## config.mk

```make
export PLATFORM = sky130hd
export DESIGN_NAME = sfbl_loader
export DESIGN_NICKNAME = d
export VERILOG_FILES = /design/src/sfbl_pkg.sv /design/src/sfbl_loader.sv /design/src/sfbl_skid_buf.sv /design/src/sfbl_spi_shift.sv
export SDC_FILE = /design/constraint.sdc
export NUM_CORES = 1
export LEC_CHECK = 0
export BUFFER_PORTS_ARGS = -buffer_cell sky130_fd_sc_hd__buf_4
export CORE_MARGIN = 2
export CORE_UTILIZATION = 30
export DETAILED_ROUTE_END_ITERATION = 12
export PLACE_DENSITY = 0.51
export SYNTH_ARGS = -nofsm -noshare
export SYNTH_HDL_FRONTEND = slang
export SYNTH_SLANG_ARGS = --single-unit
```

## constraint.sdc

```tcl
create_clock -name core_clk -period 3.1 [get_ports core_clk]
set_input_delay 0.465 -clock core_clk [delete_from_list [all_inputs] [get_ports core_clk]]
set_output_delay 0.465 -clock core_clk [all_outputs]
set_load 0.05 [all_outputs]
```

## src/sfbl_pkg.sv

```systemverilog
// constants shared by the boot loader modules
package sfbl_pkg;
  // ****************************************
  // timing
  // ****************************************
  localparam int unsigned CORE_CLK_KHZ  = 200000;
  localparam int unsigned SLOW_CLK_KHZ  = 2080;
  // half period of the default serial clock, rounded down so the rate never drops below nominal
  localparam int unsigned SLOW_HALF_INT = CORE_CLK_KHZ / (2 * SLOW_CLK_KHZ);
  localparam logic [7:0]  SLOW_HALF     = SLOW_HALF_INT[7:0];
  localparam logic [7:0]  MIN_HALF      = 8'h04;
  localparam logic [7:0]  SAMPLE_CNT    = 8'h02;
  localparam logic [2:0]  RATE_MAX      = 3'h3;
  // ****************************************
  // flash protocol
  // ****************************************
  localparam logic [7:0]  READ_OPCODE   = 8'h03;
  localparam logic [23:0] IMAGE_ADDR    = 24'h000000;
  localparam logic [1:0]  CMD_BYTES_M1  = 2'h3;
  localparam logic [15:0] PREAMBLE      = 16'ha5c3;
  localparam logic [7:0]  HUNT_MAX      = 8'hff;
  localparam logic [2:0]  LAST_BIT      = 3'h7;
  // ****************************************
  // loader states
  // ****************************************
  typedef enum logic [8:0] {
    ST_IDLE = 9'h001,
    ST_SELF = 9'h002,
    ST_CMD  = 9'h004,
    ST_HUNT = 9'h008,
    ST_RATE = 9'h010,
    ST_DATA = 9'h020,
    ST_DONE = 9'h040,
    ST_FAIL = 9'h080,
    ST_WAIT = 9'h100
  } sfbl_state_t;
endpackage : sfbl_pkg

```

## src/sfbl_loader.sv

```systemverilog
// boot-time configuration loader: internal self load or external flash boot
`timescale 1ns/1ps
`default_nettype none
// Operation
// - self load on power-up, reload, reprogram request
// - oversized image loads from external flash instead
// - no flash boot in hardware-default state
// - missing preamble within timeout fails boot
// - only read opcode 03 is issued
// - flash fetch starts after reprogram released
// - serial clock pin drives nominal 2.08 MHz until the rate byte is read
// - select low, commands out, data in
// - after image, deselect and float pins
// - every flash load starts at slow rate
// - rate byte after preamble sets faster clock
// - user mode leaves loader pins floating
// - user SPI master reaches same pins
// - test port passes through to flash
module sfbl_loader (
  input  wire logic        core_clk,
  input  wire logic        rst_b,
  input  wire logic        clk_en,
  input  wire logic        reload_cmd,
  input  wire logic        reprogram_request_n,
  input  wire logic        hw_default_state,
  input  wire logic        image_fits_internal,
  input  wire logic [23:0] image_byte_count,
  output logic             isl_rd,
  output logic [23:0]      isl_addr,
  input  wire logic [7:0]  isl_data,
  input  wire logic        flash_data_in,
  output logic             flash_sclk_o,
  output logic             flash_sclk_oe,
  output logic             flash_select_n_o,
  output logic             flash_select_n_oe,
  output logic             flash_command_out_o,
  output logic             flash_command_out_oe,
  input  wire logic        user_spi_en,
  input  wire logic        user_sclk,
  input  wire logic        user_mosi,
  input  wire logic        user_select_n,
  output logic             user_miso,
  input  wire logic        tap_pt_en,
  input  wire logic        tap_pt_sclk,
  input  wire logic        tap_pt_mosi,
  input  wire logic        tap_pt_select_n,
  output logic             tap_pt_miso,
  output logic [7:0]       cfg_data,
  output logic             cfg_valid,
  input  wire logic        cfg_ready,
  output logic             load_busy,
  output logic             load_done,
  output logic             boot_failed,
  output logic [7:0]       load_clock_rate_setting
);
  // ****************************************
  // state
  // ****************************************
  typedef struct packed {
    sfbl_pkg::sfbl_state_t st;
    logic [1:0]            req_sync;
    logic [1:0]            miso_sync;
    logic [7:0]            tap_sync;
    logic                  req_prev;
    logic                  pending;
    logic                  isl_wait;
    logic                  isl_rd;
    logic [23:0]           addr;
    logic [23:0]           remain;
    logic [1:0]            cmd_idx;
    logic                  sh_busy;
    logic [7:0]            prev_byte;
    logic [7:0]            hunt_cnt;
    logic [7:0]            half;
    logic [7:0]            rate;
    logic                  sclk_o;
    logic                  sclk_oe;
    logic                  sel_o;
    logic                  sel_oe;
    logic                  mosi_o;
    logic                  mosi_oe;
    logic                  user_miso;
    logic                  tap_miso;
    logic                  busy;
    logic                  done;
    logic                  failed;
  } sfbl_top_t;

  sfbl_top_t s_q;
  sfbl_top_t s_d;

  logic       sh_start;
  logic [7:0] sh_tx;
  logic       sh_sclk;
  logic       sh_mosi;
  logic       sh_done;
  logic [7:0] sh_rx;
  logic       push_valid;
  logic [7:0] push_data;
  logic       push_ready;

  // map the rate setting to a half period, never below the sampling margin
  function automatic logic [7:0] rate_half(input logic [7:0] setting);
    logic [7:0] h;
    h = sfbl_pkg::SLOW_HALF;
    if (setting[2:0] > sfbl_pkg::RATE_MAX) begin
      h = sfbl_pkg::SLOW_HALF >> sfbl_pkg::RATE_MAX;
    end else begin
      h = sfbl_pkg::SLOW_HALF >> setting[2:0];
    end
    if (h < sfbl_pkg::MIN_HALF) begin
      h = sfbl_pkg::MIN_HALF;
    end
    return h;
  endfunction : rate_half

  // ****************************************
  // next state
  // ****************************************
  always_comb begin
    s_d            = s_q;
    sh_start       = 1'b0;
    sh_tx          = 8'h00;
    push_valid     = 1'b0;
    push_data      = 8'h00;
    s_d.req_sync   = {s_q.req_sync[0], reprogram_request_n};
    s_d.miso_sync  = {s_q.miso_sync[0], flash_data_in};
    s_d.tap_sync   = {s_q.tap_sync[3:0], tap_pt_en, tap_pt_sclk, tap_pt_mosi, tap_pt_select_n};
    s_d.req_prev   = s_q.req_sync[1];
    s_d.isl_rd     = 1'b0;
    if (sh_done) s_d.sh_busy = 1'b0;
    case (s_q.st)
      sfbl_pkg::ST_IDLE, sfbl_pkg::ST_DONE, sfbl_pkg::ST_FAIL: begin
        if (s_q.pending && s_q.req_sync[1]) begin
          s_d.pending = 1'b0;
          s_d.busy    = 1'b1;
          s_d.done    = 1'b0;
          s_d.failed  = 1'b0;
          s_d.remain  = image_byte_count;
          s_d.half    = sfbl_pkg::SLOW_HALF;
          s_d.rate    = 8'h00;
          s_d.addr    = sfbl_pkg::IMAGE_ADDR;
          if (image_fits_internal) begin
            s_d.st = sfbl_pkg::ST_SELF;
          end else if (hw_default_state) begin
            s_d.st     = sfbl_pkg::ST_FAIL;
            s_d.busy   = 1'b0;
            s_d.failed = 1'b1;
          end else begin
            s_d.st      = sfbl_pkg::ST_CMD;
            s_d.cmd_idx = 2'h0;
            s_d.sel_o   = 1'b0;
            s_d.sel_oe  = 1'b1;
            s_d.sclk_oe = 1'b1;
            s_d.mosi_oe = 1'b1;
          end
        end
      end
      sfbl_pkg::ST_SELF: begin
        if (s_q.remain == 24'h000000) begin
          s_d.st   = sfbl_pkg::ST_DONE;
          s_d.busy = 1'b0;
          s_d.done = 1'b1;
        end else if (!s_q.isl_wait) begin
          s_d.isl_rd   = 1'b1;
          s_d.isl_wait = 1'b1;
        end else if (!s_q.isl_rd && push_ready) begin
          push_valid   = 1'b1;
          push_data    = isl_data;
          s_d.isl_wait = 1'b0;
          s_d.addr     = s_q.addr + 24'h000001;
          s_d.remain   = s_q.remain - 24'h000001;
        end
      end
      sfbl_pkg::ST_CMD: begin
        if (!s_q.sh_busy && !sh_done) begin
          sh_start    = 1'b1;
          s_d.sh_busy = 1'b1;
          case (s_q.cmd_idx)
            2'h0:    sh_tx = sfbl_pkg::READ_OPCODE;
            2'h1:    sh_tx = s_q.addr[23:16];
            2'h2:    sh_tx = s_q.addr[15:8];
            default: sh_tx = s_q.addr[7:0];
          endcase
        end else if (sh_done) begin
          if (s_q.cmd_idx == sfbl_pkg::CMD_BYTES_M1) begin
            s_d.st       = sfbl_pkg::ST_HUNT;
            s_d.hunt_cnt = 8'h00;
            s_d.prev_byte = 8'h00;
          end else begin
            s_d.cmd_idx = s_q.cmd_idx + 2'h1;
          end
        end
      end
      sfbl_pkg::ST_HUNT, sfbl_pkg::ST_RATE: begin
        if (!s_q.sh_busy && !sh_done) begin
          sh_start    = 1'b1;
          s_d.sh_busy = 1'b1;
        end else if (sh_done) begin
          s_d.prev_byte = sh_rx;
          if (s_q.st == sfbl_pkg::ST_RATE) begin
            s_d.rate = sh_rx;
            s_d.half = rate_half(sh_rx);
            s_d.st   = sfbl_pkg::ST_DATA;
          end else if ({s_q.prev_byte, sh_rx} == sfbl_pkg::PREAMBLE) begin
            s_d.st = sfbl_pkg::ST_RATE;
          end else if (s_q.hunt_cnt == sfbl_pkg::HUNT_MAX) begin
            s_d.st = sfbl_pkg::ST_WAIT;
            s_d.failed = 1'b1;
          end else begin
            s_d.hunt_cnt = s_q.hunt_cnt + 8'h01;
          end
        end
      end
      sfbl_pkg::ST_DATA: begin
        if (s_q.remain == 24'h000000) begin
          s_d.st = sfbl_pkg::ST_WAIT;
        end else if (!s_q.sh_busy && !sh_done && push_ready) begin
          // space checked before starting, so the finished byte always fits
          sh_start    = 1'b1;
          s_d.sh_busy = 1'b1;
        end else if (sh_done) begin
          push_valid = 1'b1;
          push_data  = sh_rx;
          s_d.remain = s_q.remain - 24'h000001;
        end
      end
      sfbl_pkg::ST_WAIT: begin
        // end of read: deselect and release the pins
        s_d.sel_o   = 1'b1;
        s_d.sel_oe  = 1'b0;
        s_d.sclk_oe = 1'b0;
        s_d.mosi_oe = 1'b0;
        s_d.busy    = 1'b0;
        s_d.done    = !s_q.failed;
        s_d.st      = s_q.failed ? sfbl_pkg::ST_FAIL : sfbl_pkg::ST_DONE;
      end
      default: begin
        s_d.st = sfbl_pkg::ST_IDLE;
      end
    endcase
    // reload command, or reprogram request released; after the case so a trigger beats the start
    if (reload_cmd || (s_q.req_sync[1] && !s_q.req_prev)) s_d.pending = 1'b1;
    // pin ownership: loader while it reads, else test port or user master
    if (s_q.st == sfbl_pkg::ST_CMD || s_q.st == sfbl_pkg::ST_HUNT ||
        s_q.st == sfbl_pkg::ST_RATE || s_q.st == sfbl_pkg::ST_DATA) begin
      s_d.sclk_o = sh_sclk;
      s_d.mosi_o = sh_mosi;
    end else if (!s_d.busy && s_q.tap_sync[7]) begin
      s_d.sclk_o  = s_q.tap_sync[6];
      s_d.mosi_o  = s_q.tap_sync[5];
      s_d.sel_o   = s_q.tap_sync[4];
      s_d.sclk_oe = 1'b1;
      s_d.mosi_oe = 1'b1;
      s_d.sel_oe  = 1'b1;
    end else if (!s_d.busy && user_spi_en) begin
      s_d.sclk_o  = user_sclk;
      s_d.mosi_o  = user_mosi;
      s_d.sel_o   = user_select_n;
      s_d.sclk_oe = 1'b1;
      s_d.mosi_oe = 1'b1;
      s_d.sel_oe  = 1'b1;
    end else if (!s_d.busy) begin
      s_d.sclk_oe = 1'b0;
      s_d.mosi_oe = 1'b0;
      s_d.sel_oe  = 1'b0;
      s_d.sel_o   = 1'b1;
    end
    s_d.user_miso = s_q.miso_sync[1];
    s_d.tap_miso  = s_q.miso_sync[1];
  end

  // ****************************************
  // registers
  // ****************************************
  always_ff @(posedge core_clk or negedge rst_b) begin
    if (!rst_b) begin
      s_q          <= '0;
      s_q.st       <= sfbl_pkg::ST_IDLE;
      s_q.pending  <= 1'b1;
      s_q.req_sync <= 2'b11;
      s_q.req_prev <= 1'b1;
      s_q.half     <= sfbl_pkg::SLOW_HALF;
      s_q.sel_o    <= 1'b1;
    end else if (clk_en) begin
      s_q <= s_d;
    end
  end

  // ****************************************
  // submodules
  // ****************************************
  sfbl_spi_shift u_shift (
    .core_clk  (core_clk),
    .rst_b     (rst_b),
    .clk_en    (clk_en),
    .start     (sh_start),
    .tx_byte   (sh_tx),
    .half_div  (s_q.half),
    .miso_sync (s_q.miso_sync[1]),
    .sclk      (sh_sclk),
    .mosi      (sh_mosi),
    .done      (sh_done),
    .rx_byte   (sh_rx)
  );

  sfbl_skid_buf u_buf (
    .core_clk  (core_clk),
    .rst_b     (rst_b),
    .clk_en    (clk_en),
    .in_valid  (push_valid),
    .in_data   (push_data),
    .in_ready  (push_ready),
    .out_valid (cfg_valid),
    .out_data  (cfg_data),
    .out_ready (cfg_ready)
  );

  assign isl_rd                  = s_q.isl_rd;
  assign isl_addr                = s_q.addr;
  assign flash_sclk_o            = s_q.sclk_o;
  assign flash_sclk_oe           = s_q.sclk_oe;
  assign flash_select_n_o        = s_q.sel_o;
  assign flash_select_n_oe       = s_q.sel_oe;
  assign flash_command_out_o     = s_q.mosi_o;
  assign flash_command_out_oe    = s_q.mosi_oe;
  assign user_miso               = s_q.user_miso;
  assign tap_pt_miso             = s_q.tap_miso;
  assign load_busy               = s_q.busy;
  assign load_done               = s_q.done;
  assign boot_failed             = s_q.failed;
  assign load_clock_rate_setting = s_q.rate;
endmodule : sfbl_loader
`default_nettype wire

```

## src/sfbl_skid_buf.sv

```systemverilog
// two-entry buffer with valid and ready on both sides
`timescale 1ns/1ps
`default_nettype none
module sfbl_skid_buf (
  input  wire logic       core_clk,
  input  wire logic       rst_b,
  input  wire logic       clk_en,
  input  wire logic       in_valid,
  input  wire logic [7:0] in_data,
  output logic            in_ready,
  output logic            out_valid,
  output logic [7:0]      out_data,
  input  wire logic       out_ready
);
  typedef struct packed {
    logic       v0;
    logic       v1;
    logic [7:0] d0;
    logic [7:0] d1;
  } sfbl_buf_t;

  sfbl_buf_t s_q;
  sfbl_buf_t s_d;

  always_comb begin
    s_d = s_q;
    if (s_q.v0 && out_ready) begin
      s_d.v0 = s_q.v1;
      s_d.d0 = s_q.d1;
      s_d.v1 = 1'b0;
    end
    if (in_valid && !s_q.v1) begin
      if (!s_d.v0) begin
        s_d.v0 = 1'b1;
        s_d.d0 = in_data;
      end else begin
        s_d.v1 = 1'b1;
        s_d.d1 = in_data;
      end
    end
  end

  always_ff @(posedge core_clk or negedge rst_b) begin
    if (!rst_b) begin
      s_q <= '0;
    end else if (clk_en) begin
      s_q <= s_d;
    end
  end

  assign in_ready  = !s_q.v1;
  assign out_valid = s_q.v0;
  assign out_data  = s_q.d0;
endmodule : sfbl_skid_buf
`default_nettype wire

```

## src/sfbl_spi_shift.sv

```systemverilog
// one-byte mode 0 shifter with its own serial clock divider
`timescale 1ns/1ps
`default_nettype none
module sfbl_spi_shift (
  input  wire logic       core_clk,
  input  wire logic       rst_b,
  input  wire logic       clk_en,
  input  wire logic       start,
  input  wire logic [7:0] tx_byte,
  input  wire logic [7:0] half_div,
  input  wire logic       miso_sync,
  output logic            sclk,
  output logic            mosi,
  output logic            done,
  output logic [7:0]      rx_byte
);
  typedef struct packed {
    logic       active;
    logic       sclk;
    logic       done;
    logic [7:0] cnt;
    logic [2:0] bitn;
    logic [7:0] tx;
    logic [7:0] rx;
  } sfbl_shift_t;

  sfbl_shift_t s_q;
  sfbl_shift_t s_d;

  always_comb begin
    s_d      = s_q;
    s_d.done = 1'b0;
    if (!s_q.active) begin
      if (start) begin
        s_d.active = 1'b1;
        s_d.cnt    = '0;
        s_d.bitn   = '0;
        s_d.tx     = tx_byte;
      end
    end else begin
      // miso passed two sync stages, so sample a few cycles after the rising edge
      if (s_q.sclk && s_q.cnt == sfbl_pkg::SAMPLE_CNT) begin
        s_d.rx = {s_q.rx[6:0], miso_sync};
      end
      if (s_q.cnt == half_div - 8'h01) begin
        s_d.cnt  = '0;
        s_d.sclk = !s_q.sclk;
        if (s_q.sclk) begin
          // falling edge: next bit out, msb first
          if (s_q.bitn == sfbl_pkg::LAST_BIT) begin
            s_d.active = 1'b0;
            s_d.done   = 1'b1;
          end else begin
            s_d.bitn = s_q.bitn + 3'h1;
            s_d.tx   = {s_q.tx[6:0], 1'b0};
          end
        end
      end else begin
        s_d.cnt = s_q.cnt + 8'h01;
      end
    end
  end

  always_ff @(posedge core_clk or negedge rst_b) begin
    if (!rst_b) begin
      s_q <= '0;
    end else if (clk_en) begin
      s_q <= s_d;
    end
  end

  assign sclk    = s_q.sclk;
  assign mosi    = s_q.tx[7];
  assign done    = s_q.done;
  assign rx_byte = s_q.rx;
endmodule : sfbl_spi_shift
`default_nettype wire

```

## Word level (Yosys, flattened, before mapping)

Index checks and enable logic that the tools add are counted.

- Divide/modulo/power cells: 0
- Bitwise logic cells: 1
- Multipliers: 0
- Add/subtract/negate cells: 7
- Order comparisons: 2
- Equal/unequal tests: 43
- Multiplexer cells: 132
- Shift operators: 1
- Reduce and logical (&&, ||, !) cells: 54

Operator list:

| operator | number |
|---|---|
| 8-bit 2-to-1 mux | 22 |
| 9-bit 2-to-1 mux | 12 |
| 48-bit 2-to-1 mux | 2 |
| 16-bit 2-to-1 mux | 5 |
| 24-bit 2-to-1 mux | 3 |
| 24-bit case mux with 3 select lines | 1 |
| 32-bit 2-to-1 mux | 2 |
| 16-bit case mux with 2 select lines | 2 |
| 9-bit case mux with 6 select lines | 1 |
| 50-bit 2-to-1 mux | 1 |
| 49-bit 2-to-1 mux | 1 |
| 24-bit case mux with 2 select lines | 1 |
| 1-bit 2-to-1 mux | 47 |
| 2-bit != test (second input constant) | 22 |
| 19-bit 2-to-1 mux | 2 |
| 11-bit 2-to-1 mux | 3 |
| 24-bit by 1-bit adder with 24-bit output (second input constant) | 1 |
| 24-bit zero test | 1 |
| 3-bit 2-to-1 mux | 8 |
| 8-bit case mux with 3 select lines | 1 |
| 24-bit by 1-bit subtractor with 24-bit output (second input constant) | 1 |
| 10-bit AND reduction | 2 |
| 18-bit 2-to-1 mux | 1 |
| 8-bit by 1-bit adder with 8-bit output (second input constant) | 2 |
| 49 further kinds | 96 |

- Memories: 0
- Register bits: 166
- Latch bits: 0
- RAM bits: 0
- Output and inout port bits: 53
- ROM bits: 0
- Input port bits: 49

## Depth between registers and ports, before layout

Gate-level depths: netlist of run 1.

- Depth in word-level cells: 12
- Depth in mapped cells: 11
- Gate-level depth less buffers: 8

## Hierarchy

From an unflattened synthesis of run 1, not the netlist that was laid out.

- Cell total of the unflattened synthesis: 1015
- Area, all modules: 9471.6 um^2

By module, submodules not included:

| module | area an instance (um^2) | cells each | seq. area each (um^2) | times used |
|---|---|---|---|---|
| sfbl_loader | 6721.4 | 771 | 2912.8 | 1 |
| sfbl_spi_shift | 1819.2 | 169 | 750.7 | 1 |
| sfbl_skid_buf | 930.9 | 75 | 450.4 | 1 |

## Worst setup path after synthesis of run 1

OpenSTA, ideal clock, no wires.

- Kind: register -> register
- Start: reg s_q[46] (netlist bit)
- End: reg u_shift.s_q (netlist bit u_shift.mosi)
- Setup slack: 0.366 ns
- Stages on the path, launching flop included: 9
- Arrival time: 2.610 ns
- Path buffers: 0
- Clock period less this slack: 2.734 ns
- Setup time: 0.125 ns
- Path through: dfrtp_1 inv_1 ha_1 nor4b_1 nand3_1 o21ai_0 o21ai_0 a32oi_2 mux2_2

- Longest elaborated chain between the ends: 5

Ends and longest elaborated chain:

| item | RTL line | text |
|---|---|---|
| start, declared | sfbl_loader.sv:89 | `sfbl_top_t s_q;` |
| 24-bit zero test | sfbl_loader.sv:216 | `if (s_q.remain == 24'h000000) begin` |
| 1-bit 2-to-1 mux | sfbl_loader.sv:216 |  |
| 1-bit case mux with 2 select lines | sfbl_loader.sv:132 | `case (s_q.st)` |
| 2-bit nonzero test (no line) | n/a |  |
| 5-bit AND reduction (no line) | n/a |  |
| end signal, assigned | sfbl_spi_shift.sv:66 | `s_q <= '0;` |
| end signal, assigned | sfbl_spi_shift.sv:68 | `s_q <= s_d;` |
| end, declared | sfbl_spi_shift.sv:27 | `sfbl_shift_t s_q;` |

No other way between the ends.
A chain may end at the register's enable or synchronous reset.

## Final worst setup path of run 1

- Start: reg s_q[117] (netlist bit)
- End: reg s_q (netlist bit isl_addr[19])

- Longest elaborated chain between the ends: 4
- Elaborated cells between the ends (all ways): 12
- Classes of those cells: 8 x eq/ne; 1 x mux; 3 x reduce/logical

Ends and longest elaborated chain:

| item | RTL line |
|---|---|
| 9-bit by 1-bit == test with 1-bit output, or another cell as far along | sfbl_loader.sv:132 |
| 3-bit OR reduction | sfbl_loader.sv:132 |
| 2-bit != test (no line) or 2-bit nonzero test (tied branches) | n/a |
| 6-bit AND reduction (no line) | n/a |

Several ways; a longest one is shown, not always the timed one.

==> impl_metrics.tcl, run 1 <==
set metrics [dict create \
    status "completed" \
    drive_gt1_share_pct 23.5 \
    die_h_um 181 \
    pin_count 102 \
    clkTransAtPathRegs_ps 80 \
    core_um2 30700 \
    fin_hold_ws_ps 25.0 \
    slowest_stage "or4_1" \
    synth-seq-area-share_pct 44.0 \
    tightest_slew_ps 1000 \
    ys.warnings.count 0 \
    ys.flop_type "dfrtp_1" \
    ff2ff_setup_slack_ps 220 \
    synth.most_common_cell "dfrtp_1" \
    drc 0 \
    wl_mm 26.9 \
    rsz0062_at_grt "false" \
    cts_tree "done" \
    reg2reg_depth 7 \
    critPathKind "flip-flop to flip-flop" \
    die_width_um 181 \
    postCtsHoldBufs 0 \
    cpLargestDelayFamily "simple AND/OR/NAND/NOR gates" \
    slew_headroom_pct 33.2 \
    vias 7962 \
    yosysTopAreaCell "dfrtp_1" \
    die_area_um2 32600 \
    final.min_clock_period_ps 2880 \
    path_max_fanout 18 \
    slew_viol_final 0 \
    synth_area_um2 9360 \
    synth_cell_types 79 \
    arrival_ps 3170 \
    finalSetupTns_ps 0 \
    synth.area.top_cells "dfrtp_1, o21ai_0, mux2_2, nand2_1, buf_4" \
    grt_pass1_wl_mm 43.0 \
    start_kind "flip-flop" \
    grt-ovfl-total 0 \
    postCtsSetupBuffers 0 \
    yosys_register_bits 164 \
    layout.nets 1131 \
    max_freq_mhz 348 \
    fp-row-count 64 \
    drv_cap 0 \
    synthCells 992 \
    grt_max_degree 66 \
    crit_chain "or4_1, or3_4, a211oi_4, o21ai_2, buf_4, o21ai_0, a21oi_1" \
    diodes 0 \
    synth-edff-count 0 \
    clk_latency_ps 440 \
    grt_pass1_vias 7662 \
    start_util_pct 30.5 \
    skew_ps 19.6 \
    min_period_over_period_pct 92.8 \
    numPortBuffers 101 \
    critPathCaptureType "flip-flop" \
    routedWlPerCell_um 18.2 \
    synth-async-reset-ratio_pct 100 \
    fillers 3137 \
    ant_nets 0 \
    routed_via_density 5.39 \
    root_buffer "clkbuf_16" \
    required_ps 3390 \
    synth_common_cells "dfrtp_1, o21ai_0, nand2_1" \
    place_congestion 0.799 \
    critPathBufInv 1 \
    numCtsBuffers 17 \
    slowest_delay_ps 640 \
    syn_area_per_cell_um2 9.43 \
    hold_path_class "primary input to async pin" \
    crit_cells 7 \
    synth_nets 1055 \
    ir_drop_v 0.000494 \
    cellPowerDensity_nw_per_um2 809 \
    htree_levels 4 \
    leakagePower_uw 0.00485 \
    synth_top_area_share_pct 41.7 \
    finalSetupViolCount 0 \
    hold_viol 0 \
    drtPass1Iterations 4 \
    clock-sinks 164 \
    clk_path_buf_depth 2 \
    syn_to_final_growth_pct 18.7 \
    dp_hpwl_mm 19.5 \
    track_usage_pct 16.5 \
    drtIter0Drc 577 \
    antenna_found_initial 0 \
]
cells in the final DEF (no fill, tap or decap), drive strengths merged, types with 8 or more instances in the layout:
cell type,netlist,routed
nor3,29,29
nand2,99,99
or3,12,12
a22oi,14,14
and3,12,12
nand3,32,32
dfstp,8,8
a221o,14,14
nand4,9,9
nor4,11,11
o2bb2ai,16,16
clkbuf,34,17
nor2,59,59
a22o,15,15
a31oi,13,13
ha,14,14
o21ai,116,116
and2,13,13
nand2b,9,9
a21o,8,8
mux2,44,44
dfrtp,156,156
inv,22,30
a21oi,36,36
buf,58,149
o31ai,31,31
final cells by class:
class	count	area (um2)	share of cell area (%)
sequential	164	4110	37.1
clock inverter	15	178	1.60
clock buffer	17	425	3.83
inverter	23	86.3	0.778
timing repair buffer	149	1160	10.4
tap	396	495	4.46
multi-input combinational	713	4640	41.8
path summary, 6_finish.rpt:
kind                               start       endpoint
max                             s_q[117]   isl_addr[19]
min                                rst_b        s_q[53]
max reg2reg                     s_q[117]   isl_addr[19]
min reg2reg                flash_sclk_oe  flash_sclk_oe
max in group asynchronous          rst_b        s_q[48]
min in group core_clk        tap_pt_sclk       s_d[104]
power breakdown:
part           switching [uW]  total, uW  internal [uW]
clock                    1080       2180           1100
combinational            2320       3740           1420
sequential                475       3060           2580
total                    3870       8980           5100
through the flow:
| step | instance area [um2] | instances | utilization, % | setup slack (ps) | power (uW) |
|---|---|---|---|---|---|
| 3_3_place_gp | 10500 | 1445 | 34.2 | 204 | 6810 |
| 2_1_floorplan | 9360 | 992 | - | 366 | 5590 |
| 6_report | 11100 | 1477 | 36.2 | 225 | 8980 |
| 4_1_cts | 11100 | 1477 | 36.1 | 149 | 9030 |
| 3_5_place_dp | 10500 | 1445 | 34.2 | 153 | 6820 |
| 5_1_grt | 11100 | 1477 | 36.2 | 26.8 | 9570 |
registers in the layout, summed over array words and instances (netlist names), 8 cells and up:
| signal | cells |
|---|---|
| u_shift.s_q | 19 |
| u_shift.rx_byte | 8 |
| u_buf.s_q | 9 |
| u_buf.out_data | 8 |
| s_d | 8 |
| s_q | 65 |
| load_clock_rate_setting | 8 |
| isl_addr | 24 |
repair_timing:
| item | in CTS | in global routing |
|---|---|---|
| resized for setup | 0 | 2 |
| endpoints found under the hold margin | 0 | 0 |
| endpoints found under the setup margin | 0 | 17 |
layer usage:
metal | GRT usage [%] | vias to the layer above | part of all wire (%)
met4 | 4.77 | 0 | 1.7
li1 | - | 3830 | -
met1 | 23.3 | 3898 | 49
met3 | 3.48 | 32 | 4.6
met2 | 25.4 | 202 | 45
met5 | 0 | - | 0
cells by family after synthesis:
kind of cell             after synthesis  share of synthesized area [%]
AO/OA/AOI/OAI                        319                           23.2
XOR/XNOR                              10                          0.936
adder cells (fa/ha/maj)               14                           1.87
buffers and inverters                115                           6.71
flip-flops                           164                           44.0
multiplexers                          50                           5.94
AND/OR/NAND/NOR                      320                           17.4
(Power assumes the default switching activity.)
==> run 2, diff against run 1 <==
--- a/config.mk
+++ b/config.mk
@@ -12,4 +12,5 @@
 export PLACE_DENSITY = 0.51
 export SYNTH_ARGS = -nofsm -noshare
 export SYNTH_HDL_FRONTEND = slang
+export SYNTH_HIERARCHICAL = 1
 export SYNTH_SLANG_ARGS = --single-unit
==> impl_metrics.tcl, run 2 <==
set metrics [dict create \
    max_freq_mhz 363 \
    syn_to_final_growth_pct 17.1 \
    required_ps 3410 \
    cts_tree "done" \
    slew_viol_final 0 \
    skew_ps 10.2 \
    synthCells 1015 \
    min_period_over_period_pct 88.8 \
    numCtsBuffers 17 \
    synth_common_cells "dfrtp_1, o21ai_0, nand2_1" \
    drc 0 \
    antenna_found_initial 0 \
    hold_viol 0 \
    wl_mm 23.3 \
    root_buffer "clkbuf_16" \
    multiInputGateArea_um2 4680 \
    synth_area_um2 9470 \
    htree_levels 4 \
    dp_hpwl_mm 16.8 \
    grt_pass1_wl_mm 39.3 \
    synth-async-reset-ratio_pct 100 \
    vias 7469 \
    clk_latency_ps 430 \
    finalWorstSetupSlack_ps 348 \
    drive_gt1_share_pct 23.5 \
    postCtsHoldBufs 0 \
    track_usage_pct 14.7 \
    drtPass1Iterations 4 \
    status "completed" \
    critPathKind "flip-flop to flip-flop" \
    cellPowerDensity_nw_per_um2 751 \
    die_area_um2 33000 \
    layout.nets 1143 \
    synth_top_area_share_pct 41.2 \
    clk_path_buf_depth 2 \
    totalPowerFinal_uw 8330 \
    ys.flop_type "dfrtp_1" \
    routed_via_density 5.00 \
    ir_drop_v 0.000575 \
    grt_max_degree 74 \
    fillers 3182 \
    start_util_pct 30.2 \
    clock-sinks 164 \
    synth.area.top_cells "dfrtp_1, o21ai_0, mux2_2, buf_4, nand2_1" \
    grt-ovfl-total 0 \
    layout_common_cells "dfrtp_1, buf_4, o21ai_0" \
    core_um2 31300 \
    finalSetupTns_ps 0 \
    critPathCaptureType "flip-flop" \
    seqCellArea_um2 4110 \
    diodes 0 \
    leakagePower_uw 0.00491 \
    die_h_um 182 \
    drv_cap 0 \
    place_congestion 0.782 \
    pre_cts_ws_ps 355 \
    numPortBuffers 101 \
    rsz0062_at_grt "false" \
    syn_area_per_cell_um2 9.33 \
    largest-register "s_q" \
    largest_reg_flops 65 \
    ant_nets 0 \
    synth_cell_types 82 \
    arrival_ps 3070 \
    yosys_register_bits 164 \
    finalSetupViolCount 0 \
    final.min_clock_period_ps 2750 \
    pin_count 102 \
    layout_commonest_cell "dfrtp_1" \
    drtIter0Drc 384 \
    synth.most_common_cell "dfrtp_1" \
    hold_path_class "primary input to async pin" \
    ys.warnings.count 6 \
    fin_hold_ws_ps 66.6 \
    path_max_fanout 10 \
    grt_pass1_vias 7494 \
    synth-seq-area-share_pct 43.4 \
    clkTransAtPathRegs_ps 70 \
    die_width_um 182 \
    fp-row-count 65 \
    yosysTopAreaCell "dfrtp_1" \
    cts-resized-gates 0 \
    slew_headroom_pct 53.3 \
    synth-edff-count 0 \
    routedWlPerCell_um 15.6 \
    utilization_pct 35.4 \
    tightest_slew_ps 700 \
    start_kind "flip-flop" \
    postCtsSetupBuffers 0 \
]
## run 2: cell count changes in the layout (fill, tap and decap cells not counted), sizes merged, moves of 12 or more
cell     before  now
nor2         59   87
o21ai       116  132
o31ai        31   15
o2bb2ai      16    1
a221o        14    1
nand3        32   20
## run 2: kinds of logic (layout without fill, tap and decap cells)
group | after synthesis | after routing | synth area share, %
flops | 164 | 164 | 43.4
other cells | 1 | 4 | 0.0396
simple gates | 343 | 343 | 19.3
compound gates | 279 | 279 | 18.6
buf+inv | 134 | 207 | 7.50
fa+ha+maj | 16 | 16 | 2.11
xor+xnor | 20 | 20 | 1.85
mux | 58 | 58 | 7.15
## run 2: final timing paths
kind | from | endpoint | slack, ps | cells past startpoint
min in group core_clk | reload_cmd | s_q[96] | 250 | 2
min reg2reg | s_q[41] | s_q[41] | 480 | 2
min | rst_b | s_q[60] | 70 | 1
max in group asynchronous | rst_b | s_q[23] | 2150 | 2
max reg2reg | s_q[118] | u_shift/s_q[12] | 350 | 10
max | s_q[118] | u_shift/s_q[12] | 350 | 10
## run 2: critical path, cell delays in order, from the launching register on
cell and delay, ps:
dfrtp_1 460, nor4_1 440, and3_1 240, nor2_1 70, o32ai_1 250, buf_4 170
o21ai_1 70, nor2_1 130, nand2_1 100, o2bb2ai_4 380, mux2_4 330
## run 2: final cells by class
type | count | area share [%]
clock inverter | 10 | 1.31
multi-input combinational | 720 | 42.2
clock buffer | 22 | 4.28
sequential | 164 | 37.1
inverter | 37 | 1.25
tap | 402 | 4.54
timing repair buffer | 138 | 9.38
## run 2: metrics by stage
| stage | instances | cell area [um2] |
|---|---|---|
| finish | 1493 | 11100 |
| global route | 1493 | 11100 |
| CTS | 1493 | 11100 |
| detailed placement | 1461 | 10500 |
| global placement | 1461 | 10500 |
| floorplan | 1018 | 9480 |
## run 2: power breakdown
part           switching, uW  internal (uW)
Clock                    891           1340
Combinational           1960           1170
Sequential               393           2570
## run 2: per-layer routing
metal  global-route usage [%]  part of all wire (%)
met1                     19.3                    49
met2                     24.5                    47
met3                     2.81                   2.9
met4                     4.23                   1.2
met5                        0                     0
